[config.mk]
export PLATFORM = sky130hd
export DESIGN_NAME = fmbl_top
export DESIGN_NICKNAME = d
export VERILOG_FILES = /design/src/hw/fmbl_pkg.sv /design/src/hw/fmbl_range_hit.sv /design/src/hw/fmbl_top.sv
export SDC_FILE = /design/constraint.sdc
export NUM_CORES = 1
export LEC_CHECK = 0
export BUFFER_PORTS_ARGS = -buffer_cell sky130_fd_sc_hd__buf_2
export CORE_UTILIZATION = 56
export CTS_CLUSTER_DIAMETER = 60
export DETAILED_ROUTE_END_ITERATION = 12
export PLACE_DENSITY = 0.9
export SLEW_MARGIN = 20
export SYNTH_ARGS = -nofsm -noshare
export SYNTH_HDL_FRONTEND = slang
export SYNTH_SLANG_ARGS = --single-unit
export TNS_END_PERCENT = 50
[constraint.sdc]
create_clock -name core_clk -period 3.37 [get_ports core_clk]
set_clock_uncertainty 0.05 [all_clocks]
set_input_delay 0.337 -clock core_clk [delete_from_list [all_inputs] [get_ports core_clk]]
set_output_delay 0.337 -clock core_clk [all_outputs]
set_load 0.01 [all_outputs]
[src/hw/fmbl_pkg.sv]
// constants and types shared by the flash mode and boot-lock logic
// assumes a 19-bit byte address space of 512K locations
package fmbl_pkg;

  localparam int ADDR_W = 19;
  localparam int ROW_W = 8;
  localparam int COL_W = 11;

  // boot block bounds
  localparam logic [18:0] BOOT16_LO = 19'h7c000;
  localparam logic [18:0] BOOT64_LO = 19'h70000;
  localparam logic [18:0] ARRAY_HI = 19'h7ffff;
  localparam logic [18:0] ARRAY_LO = 19'h00000;

  // identification status byte
  localparam logic [18:0] ID_STATUS_ADDR = 19'h7fff2;
  localparam int ST_LOCK64_BIT = 0;
  localparam int ST_LOCK16_BIT = 1;
  localparam int ST_TBL_BIT = 2;
  localparam int ST_WP_BIT = 3;

  // busy-time status bits
  localparam int POLL_BIT = 7;
  localparam int TOGGLE_BIT = 6;

  // default command bytes and unlock addresses, overridable at the top
  localparam logic [18:0] UNLOCK_ADDR1 = 19'h05555;
  localparam logic [18:0] UNLOCK_ADDR2 = 19'h02aaa;
  localparam logic [7:0] UNLOCK_DATA1 = 8'haa;
  localparam logic [7:0] UNLOCK_DATA2 = 8'h55;
  localparam logic [7:0] CMD_ID_ENTER = 8'h90;
  localparam logic [7:0] CMD_ID_EXIT = 8'hf0;
  localparam logic [7:0] CMD_ALT_EXIT = 8'hff;
  localparam logic [7:0] CMD_LOCK16 = 8'h70;
  localparam logic [7:0] CMD_LOCK64 = 8'h40;
  localparam logic [7:0] CMD_PROGRAM = 8'ha0;
  localparam logic [7:0] CMD_ERASE_SETUP = 8'h80;
  localparam logic [7:0] CMD_SECTOR_ERASE = 8'h30;

  // start field direction codes on hub bits [1:0]
  localparam logic [1:0] HUB_DIR_READ = 2'h0;
  localparam logic [1:0] HUB_DIR_WRITE = 2'h2;
  localparam logic [1:0] HUB_DIR_MASK_LO = 2'h0;

  localparam logic [7:0] BYTE_ZERO = 8'h00;

  typedef enum logic [2:0] {
    FMBL_CMD_IDLE,
    FMBL_CMD_UNLOCK1,
    FMBL_CMD_UNLOCK2,
    FMBL_CMD_PROGRAM,
    FMBL_CMD_ERASE
  } fmbl_cmd_t;

  typedef struct packed {
    logic              started;
    logic              mode_hub;
    logic              tbl_n_strap;
    logic              wp_n_strap;
    logic [ROW_W-1:0]  row;
    logic [COL_W-1:0]  col;
    logic [18:0]       wr_addr;
    logic              oe_n_d;
    logic              we_n_d;
    fmbl_cmd_t         cmd;
    logic              id_mode;
    logic              sw_lock16;
    logic              sw_lock64;
    logic [18:0]       last_addr;
    logic [7:0]        last_data;
    logic              toggle;
    logic [7:0]        dq_out;
    logic              prog_req;
    logic              erase_req;
    logic              refused;
    logic [18:0]       op_addr;
    logic [7:0]        op_data;
    logic              frame_d;
    logic              hub_rd;
    logic              hub_wr;
  } fmbl_state_t;

endpackage

[src/hw/fmbl_range_hit.sv]
// address window compare used for the protected regions
// assumes lo and hi are inclusive byte addresses within the array
module fmbl_range_hit #(
  parameter logic [18:0] LO = 19'h00000,
  parameter logic [18:0] HI = 19'h7ffff
) (
  input  wire logic [18:0] addr,
  output logic             hit
);

  // inclusive window
  assign hit = (addr >= LO) && (addr <= HI);

endmodule

[src/hw/fmbl_top.sv]
// flash access-mode selection, boot-block lockout and pin protection
// assumes pins are synchronous to core_clk; the array engine sits outside
// and reports busy while a program or erase runs
//
// How it works
// - select pin high programmer, low hub mode
// - row gives A[18:11], column A[10:0]
// - data lines float while output gate high
// - start field bits 0,1 set direction
// - reset low halts, floats data and hub nibble lines
// - after reset, control inputs choose read/standby
// - boot block top 16K or 64K
// - software lockout rejects boot program/erase
// - lock pin low at power-on protects boot
// - guard pin low protects other sectors
// - status byte bits 0,1 show lockouts
// - lock pin overrides software lockout bits
// - lock pin covers whole top 64K
// - status bit 2 shows lock pin low
// - status bit 3 inverts guard pin
// - three-byte or single-byte exit leaves identification
// - busy read inverts bit 7 of last byte
// - busy reads toggle bit 6
module fmbl_top #(
  parameter logic [18:0] UNLOCK_ADDR1     = fmbl_pkg::UNLOCK_ADDR1,
  parameter logic [18:0] UNLOCK_ADDR2     = fmbl_pkg::UNLOCK_ADDR2,
  parameter logic [7:0]  UNLOCK_DATA1     = fmbl_pkg::UNLOCK_DATA1,
  parameter logic [7:0]  UNLOCK_DATA2     = fmbl_pkg::UNLOCK_DATA2,
  parameter logic [7:0]  CMD_ID_ENTER     = fmbl_pkg::CMD_ID_ENTER,
  parameter logic [7:0]  CMD_ID_EXIT      = fmbl_pkg::CMD_ID_EXIT,
  parameter logic [7:0]  CMD_ALT_EXIT     = fmbl_pkg::CMD_ALT_EXIT,
  parameter logic [7:0]  CMD_LOCK16       = fmbl_pkg::CMD_LOCK16,
  parameter logic [7:0]  CMD_LOCK64       = fmbl_pkg::CMD_LOCK64,
  parameter logic [7:0]  CMD_PROGRAM      = fmbl_pkg::CMD_PROGRAM,
  parameter logic [7:0]  CMD_ERASE_SETUP  = fmbl_pkg::CMD_ERASE_SETUP,
  parameter logic [7:0]  CMD_SECTOR_ERASE = fmbl_pkg::CMD_SECTOR_ERASE
) (
  input  wire logic        core_clk,
  input  wire logic        reset_n,
  input  wire logic        interface_select,
  input  wire logic        top_block_lock_pin_n,
  input  wire logic        sector_guard_pin_n,
  input  wire logic        row_col_sel,
  input  wire logic [10:0] addr_pins,
  input  wire logic        oe_n,
  input  wire logic        we_n,
  input  wire logic [7:0]  dq_in,
  output logic      [7:0]  dq_out,
  output logic             dq_oe_n,
  input  wire logic        hub_cycle_frame,
  input  wire logic [3:0]  hub_nibble_bus_in,
  output logic      [3:0]  hub_nibble_bus_out,
  output logic             hub_nibble_bus_oe_n,
  output logic             hub_read_start,
  output logic             hub_write_start,
  output logic             hub_mode,
  output logic      [18:0] array_addr,
  input  wire logic [7:0]  array_rdata,
  input  wire logic        op_busy,
  output logic             prog_req,
  output logic             erase_req,
  output logic      [18:0] op_addr,
  output logic      [7:0]  op_data,
  output logic             op_refused,
  output logic             id_mode
);

  fmbl_pkg::fmbl_state_t s_r;
  fmbl_pkg::fmbl_state_t s_nxt;

  logic [18:0] cur_addr;
  logic        in_boot16;
  logic        in_boot64;
  logic        in_array;
  logic        in_guarded;
  logic        wr_block;
  logic [7:0]  status_byte;
  logic        we_fall;
  logic        we_rise;
  logic        oe_fall;
  logic        prog_mode;

  // row on the high bits, column on the low bits
  assign cur_addr = {s_r.row, s_r.col};

  fmbl_range_hit #(
    .LO (fmbl_pkg::BOOT16_LO),
    .HI (fmbl_pkg::ARRAY_HI)
  ) u_boot16 (
    .addr (s_r.wr_addr),
    .hit  (in_boot16)
  );

  fmbl_range_hit #(
    .LO (fmbl_pkg::BOOT64_LO),
    .HI (fmbl_pkg::ARRAY_HI)
  ) u_boot64 (
    .addr (s_r.wr_addr),
    .hit  (in_boot64)
  );

  fmbl_range_hit #(
    .LO (fmbl_pkg::ARRAY_LO),
    .HI (fmbl_pkg::ARRAY_HI)
  ) u_array (
    .addr (s_r.wr_addr),
    .hit  (in_array)
  );

  // everything outside the top 64K counts as the guarded sectors
  assign in_guarded = in_array && !in_boot64;

  // protection verdict for the address being written
  always_comb begin
    wr_block = 1'b0;
    if (in_boot64 && !s_r.tbl_n_strap) begin
      wr_block = 1'b1;
    end
    if (in_boot64 && s_r.sw_lock64) begin
      wr_block = 1'b1;
    end
    if (in_boot16 && s_r.sw_lock16) begin
      wr_block = 1'b1;
    end
    if (in_guarded && !s_r.wp_n_strap) begin
      wr_block = 1'b1;
    end
  end

  // identification status byte, upper bits zero
  always_comb begin
    status_byte = fmbl_pkg::BYTE_ZERO;
    status_byte[fmbl_pkg::ST_LOCK64_BIT] = s_r.sw_lock64;
    status_byte[fmbl_pkg::ST_LOCK16_BIT] = s_r.sw_lock16;
    status_byte[fmbl_pkg::ST_TBL_BIT] = !s_r.tbl_n_strap;
    status_byte[fmbl_pkg::ST_WP_BIT] = !s_r.wp_n_strap;
  end

  // strobe edges; strobes only count in programmer mode
  assign prog_mode = s_r.started && !s_r.mode_hub;
  assign we_fall = prog_mode && s_r.we_n_d && !we_n;
  assign we_rise = prog_mode && !s_r.we_n_d && we_n;
  assign oe_fall = prog_mode && s_r.oe_n_d && !oe_n;

  // next-state logic for the whole block
  always_comb begin
    s_nxt = s_r;
    s_nxt.prog_req = 1'b0;
    s_nxt.erase_req = 1'b0;
    s_nxt.refused = 1'b0;
    s_nxt.hub_rd = 1'b0;
    s_nxt.hub_wr = 1'b0;
    s_nxt.oe_n_d = oe_n;
    s_nxt.we_n_d = we_n;
    s_nxt.frame_d = hub_cycle_frame;

    // mode and straps taken once, on the first edge after release
    if (!s_r.started) begin
      s_nxt.started = 1'b1;
      s_nxt.mode_hub = !interface_select;
      s_nxt.tbl_n_strap = top_block_lock_pin_n;
      s_nxt.wp_n_strap = sector_guard_pin_n;
    end

    // multiplexed address capture
    if (prog_mode && row_col_sel) begin
      s_nxt.row = addr_pins[fmbl_pkg::ROW_W-1:0];
    end
    if (prog_mode && !row_col_sel) begin
      s_nxt.col = addr_pins;
    end

    // address latched as the write strobe falls
    if (we_fall) begin
      s_nxt.wr_addr = cur_addr;
    end

    // command decode as the write strobe rises; writes refused while busy
    if (we_rise && !op_busy) begin
      case (s_r.cmd)
        fmbl_pkg::FMBL_CMD_IDLE: begin
          if (s_r.wr_addr == UNLOCK_ADDR1 && dq_in == UNLOCK_DATA1) begin
            s_nxt.cmd = fmbl_pkg::FMBL_CMD_UNLOCK1;
          end else if (s_r.id_mode && dq_in == CMD_ALT_EXIT) begin
            s_nxt.id_mode = 1'b0;
          end
        end
        fmbl_pkg::FMBL_CMD_UNLOCK1: begin
          if (s_r.wr_addr == UNLOCK_ADDR2 && dq_in == UNLOCK_DATA2) begin
            s_nxt.cmd = fmbl_pkg::FMBL_CMD_UNLOCK2;
          end else begin
            s_nxt.cmd = fmbl_pkg::FMBL_CMD_IDLE;
          end
        end
        fmbl_pkg::FMBL_CMD_UNLOCK2: begin
          s_nxt.cmd = fmbl_pkg::FMBL_CMD_IDLE;
          if (s_r.wr_addr == UNLOCK_ADDR1) begin
            if (dq_in == CMD_ID_ENTER) begin
              s_nxt.id_mode = 1'b1;
            end else if (dq_in == CMD_ID_EXIT) begin
              s_nxt.id_mode = 1'b0;
            end else if (dq_in == CMD_LOCK16) begin
              s_nxt.sw_lock16 = 1'b1;
            end else if (dq_in == CMD_LOCK64) begin
              s_nxt.sw_lock64 = 1'b1;
            end else if (dq_in == CMD_PROGRAM) begin
              s_nxt.cmd = fmbl_pkg::FMBL_CMD_PROGRAM;
            end else if (dq_in == CMD_ERASE_SETUP) begin
              s_nxt.cmd = fmbl_pkg::FMBL_CMD_ERASE;
            end
          end
        end
        fmbl_pkg::FMBL_CMD_PROGRAM: begin
          s_nxt.cmd = fmbl_pkg::FMBL_CMD_IDLE;
          s_nxt.last_addr = s_r.wr_addr;
          s_nxt.last_data = dq_in;
          s_nxt.op_addr = s_r.wr_addr;
          s_nxt.op_data = dq_in;
          s_nxt.refused = wr_block;
          s_nxt.prog_req = !wr_block;
        end
        fmbl_pkg::FMBL_CMD_ERASE: begin
          s_nxt.cmd = fmbl_pkg::FMBL_CMD_IDLE;
          if (dq_in == CMD_SECTOR_ERASE) begin
            s_nxt.last_addr = s_r.wr_addr;
            s_nxt.last_data = ~fmbl_pkg::BYTE_ZERO; // erased byte reads all ones
            s_nxt.op_addr = s_r.wr_addr;
            s_nxt.op_data = dq_in;
            s_nxt.refused = wr_block;
            s_nxt.erase_req = !wr_block;
          end
        end
        default: begin
          s_nxt.cmd = fmbl_pkg::FMBL_CMD_IDLE;
        end
      endcase
    end

    // toggle bit advances once per read while an operation runs
    if (oe_fall && op_busy) begin
      s_nxt.toggle = !s_r.toggle;
    end

    // read data: status byte, busy status, or array data
    if (prog_mode && !oe_n) begin
      if (s_r.id_mode && cur_addr == fmbl_pkg::ID_STATUS_ADDR) begin
        s_nxt.dq_out = status_byte;
      end else if (op_busy && cur_addr == s_r.last_addr) begin
        s_nxt.dq_out = array_rdata;
        s_nxt.dq_out[fmbl_pkg::POLL_BIT] = !s_r.last_data[fmbl_pkg::POLL_BIT];
        s_nxt.dq_out[fmbl_pkg::TOGGLE_BIT] = s_nxt.toggle;
      end else if (op_busy) begin
        s_nxt.dq_out = array_rdata;
        s_nxt.dq_out[fmbl_pkg::TOGGLE_BIT] = s_nxt.toggle;
      end else begin
        s_nxt.dq_out = array_rdata;
      end
    end

    // start field direction, taken as the frame falls
    if (s_r.started && s_r.mode_hub && s_r.frame_d && !hub_cycle_frame) begin
      s_nxt.hub_rd = hub_nibble_bus_in[1:0] == fmbl_pkg::HUB_DIR_READ;
      s_nxt.hub_wr = hub_nibble_bus_in[1:0] == fmbl_pkg::HUB_DIR_WRITE;
    end
  end

  // single state register; reset clears everything, lockouts included, except the straps and strobe/frame delays, which reset high
  always_ff @(posedge core_clk or negedge reset_n) begin
    if (!reset_n) begin
      s_r <= '0;
      s_r.tbl_n_strap <= 1'b1;
      s_r.wp_n_strap <= 1'b1;
      s_r.oe_n_d <= 1'b1;
      s_r.we_n_d <= 1'b1;
      s_r.frame_d <= 1'b1;
      s_r.cmd <= fmbl_pkg::FMBL_CMD_IDLE;
    end else begin
      s_r <= s_nxt;
    end
  end

  // drive only while gated on; float in reset and in hub mode
  assign dq_oe_n = !(reset_n && prog_mode && !oe_n && we_n);
  assign dq_out = s_r.dq_out;
  // hub turnaround timing lives elsewhere, so this end never drives
  assign hub_nibble_bus_oe_n = 1'b1;
  assign hub_nibble_bus_out = s_r.dq_out[3:0];
  assign hub_read_start = s_r.hub_rd;
  assign hub_write_start = s_r.hub_wr;
  assign hub_mode = s_r.mode_hub;
  assign array_addr = cur_addr;
  assign prog_req = s_r.prog_req;
  assign erase_req = s_r.erase_req;
  assign op_addr = s_r.op_addr;
  assign op_data = s_r.op_data;
  assign op_refused = s_r.refused;
  assign id_mode = s_r.id_mode;

endmodule

==> metrics <==
outcome complete, no violations; row count 34; Longest Clk Path Bufs 2; fin crit share 0.6582; number of I/O port buffers 104; CTS tree yes; GP Congestion 0.8715; vias per std cell 5.825; reg2reg end s_r[73]; Syn Std Cell Area 5245 µm²; Crit. End Element register; Avg Cell Area, Syn 12.58 µm²; ys async rst share 1.000; power per cell area 560.8 nW/µm²; R2R Setup Slk 1.15 ns; worst-path fanout max 9; Synth warnings 0; Final Power 3.189 mW; Core Area 8891 µm²; ANT nets after route 0; FF-to-FF Start s_r[73]; share of layout cells above drive strength 1 0.4622; fmax 450.8 MHz; Iteration-0 DRC Markers 146; Root Driver clkbuf_8; clock latency on the worst-skew pair 0.38 ns; Req. time, crit path 3.61 ns; HPWL Detailed 7867 µm; Slew HR 0.4924; Slowest cell on crit path nor4_1; Worst Reg-to-Reg Cells 4; largest delay contributor family on the critical path simple AND/OR/NAND/NOR gates; CTS Hold Bufs 2; sequential fraction of the synthesis area 0.5355; setup violators final 0; vias 3402; area grow syn2layout 8.421%; Max-Cap Viols 0; placed cell area 5454 µm²; total global routing overflow 0; FF+latch count, synth 112; design area 5687 µm²; Setup Crit Path Kind register to register; first-pass GRT wire length 17720 µm; Post-synth EDFFs 0; leakage 2.773 nW; clock transition at the registers of the reported paths 0.11 ns; post-CTS setup buffer count 0; die area 9757 µm²; drt drc 0; Fill cells 677; Nets 512; Arr. time, crit path 2.46 ns; Largest stage delay, worst path 0.69 ns; Horiz. Die Dim 98.78 µm; Slew @ Worst Pin 0.7545 ns; initial antenna violation count 0; Final Hold Vio Count 0; Slew Viols, Final 0; Die H 98.78 µm; count of cell types in the netlist 50; final WL 10710 µm; part of the power in registers 0.570; clock network fraction of design power 0.265; Total Routing Usage GR 0.2360; vias in the first global route 3457; Max VDD drop 0.4040 mV; n_diodes 0; worst hold start oe_n; P_int 2.203 mW; min Tclk post-route 2.218 ns; Initial Util 0.5899; RSZ-0062 raised after global routing false; CP Launch Type register; hold worst-path end s_r[76]; min-delay worst type input pin to register; boundary pin count 108; # clock sinks 112; combinational power share 0.166; Resized Gates After CTS 0; crit path cell chain or3b_2, nor4_1, nand3_1, a31oi_1; crit path buf inv count 0; hold path cells 1; largest net degree at the start of global routing 41; Mapped Cells 417; drt wl/cell 18.33 µm; total CTS buffers 9; CTS HTree Levels 3; setup_tns 0 ns; most used flip-flop cell after synthesis dfrtp_1; first drt pass iteration count 4; sw frac 0.3092; Psw 0.9862 mW
## cell type report
| cell class | instances | area [µm²] | share of cell area |
|---|---|---|---|
| sequential | 112 | 2809 | 0.4939 |
| multi-input combinational | 234 | 1938 | 0.3408 |
| timing repair buffer | 111 | 580.6 | 0.1021 |
| clock buffer | 10 | 137.6 | 0.02420 |
| tap | 108 | 135.1 | 0.02376 |
| clock inverter | 6 | 75.07 | 0.01320 |
| inverter | 3 | 11.26 | 0.001980 |
## state kept, by name (all words and copies together), names as in the netlist
register,count
s_r,51
hub_read_start,1
prog_req,1
id_mode,1
dq_out,8
hub_write_start,1
hub_mode,1
array_addr,19
erase_req,1
op_data,8
op_refused,1
op_addr,19
## power by group through the flow
stage / logic [mW] / registers [mW] / clock network (mW)
5_1_grt: 0.581 / 1.85 / 0.917
3_3_place_gp: 0.509 / 1.82 / 0
6_report: 0.528 / 1.82 / 0.844
3_5_place_dp: 0.528 / 1.84 / 0
2_1_floorplan: 0.472 / 1.71 / 0
4_1_cts: 0.534 / 1.82 / 0.859
## routing by layer
layer / vias up / share of wire / track usage
met5: - / 0 / 0
li1: 1534 / - / -
met3: 21 / 0.050 / 0.03617
met4: 0 / 0.019 / 0.08840
met1: 1719 / 0.43 / 0.3038
met2: 128 / 0.50 / 0.4051
## logic make-up after synthesis
group / share of synthesized area
XOR/XNOR: 0.03507
flip-flops: 0.5355
buffers and inverters: 0.09661
multiplexers: 0.1792
AO/OA/AOI/OAI: 0.03841
AND/OR/NAND/NOR: 0.1145
other: 0.0007150
## per-stage QoR
step           utilization  std cells  setup WS (ns)  hold WS, ns
3_3_place_gp        0.6134        566          1.212       0.2724
2_1_floorplan            -        418          1.483    -0.008591
5_1_grt             0.6396        584          1.034    0.0008889
3_5_place_dp        0.6134        566          1.152       0.2797
4_1_cts             0.6396        584          1.179     0.006187
6_report            0.6396        584          1.152      0.02111
## worst reg2reg max path, cell delays in order, from the launching register on
cell and delay [ns]:
dfrtp_1 0.50, or3b_2 0.51, nor4_1 0.69, nand3_1 0.15, a31oi_1 0.23
## synthesized netlist by cell type, drive strengths merged (4+ instances only)
cell type | number | area [µm²]
dfstp | 5 | 131.4
nand2 | 14 | 55.06
nor3b | 4 | 30.03
mux2 | 79 | 889.6
a22o | 9 | 80.08
buf | 67 | 486.7
nand4 | 17 | 106.4
mux2i | 5 | 50.05
a21oi | 4 | 20.02
xnor2 | 20 | 175.2
nor4 | 6 | 37.54
nand3 | 10 | 55.05
nor2 | 17 | 66.32
dfrtp | 107 | 2678
o21ai | 4 | 20.02
nor2b | 5 | 31.28
## cells in the final DEF, fill, tap and decap left out, types with 3 or more instances in the layout
cell        Yosys  layout
a21oi_1         4       4
a22o_1          8       8
and2_1          3       3
and3_1          3       3
buf_2           5     103
buf_4          61       6
clkbuf_8        0      10
clkinvlp_4      0       3
dfrtp_1       107     107
dfstp_2         5       5
inv_1           3       3
mux2_2         79      79
mux2i_1         5       5
nand2_1        13      13
nand3_1         9       9
nand4_1        17      17
nand4bb_1       3       3
nor2_1         16      16
nor2b_1         5       5
nor3b_1         4       3
nor4_1          6       6
o21ai_0         4       4
xnor2_1        20      20
## worst max-delay path by stage
stage,to,cells after the start,from,slack (ns)
global placement,op_addr[10],6,dq_in[1],1.21
detailed placement,op_addr[17],6,dq_in[1],1.15
global route,s_r[55],5,s_r[118],1.03
floorplan,s_r[51],6,s_r[73],1.48
finish,s_r[73],4,s_r[73],1.15
CTS,s_r[64],5,s_r[118],1.18
No activity file was read; power rests on OpenSTA's default activity.
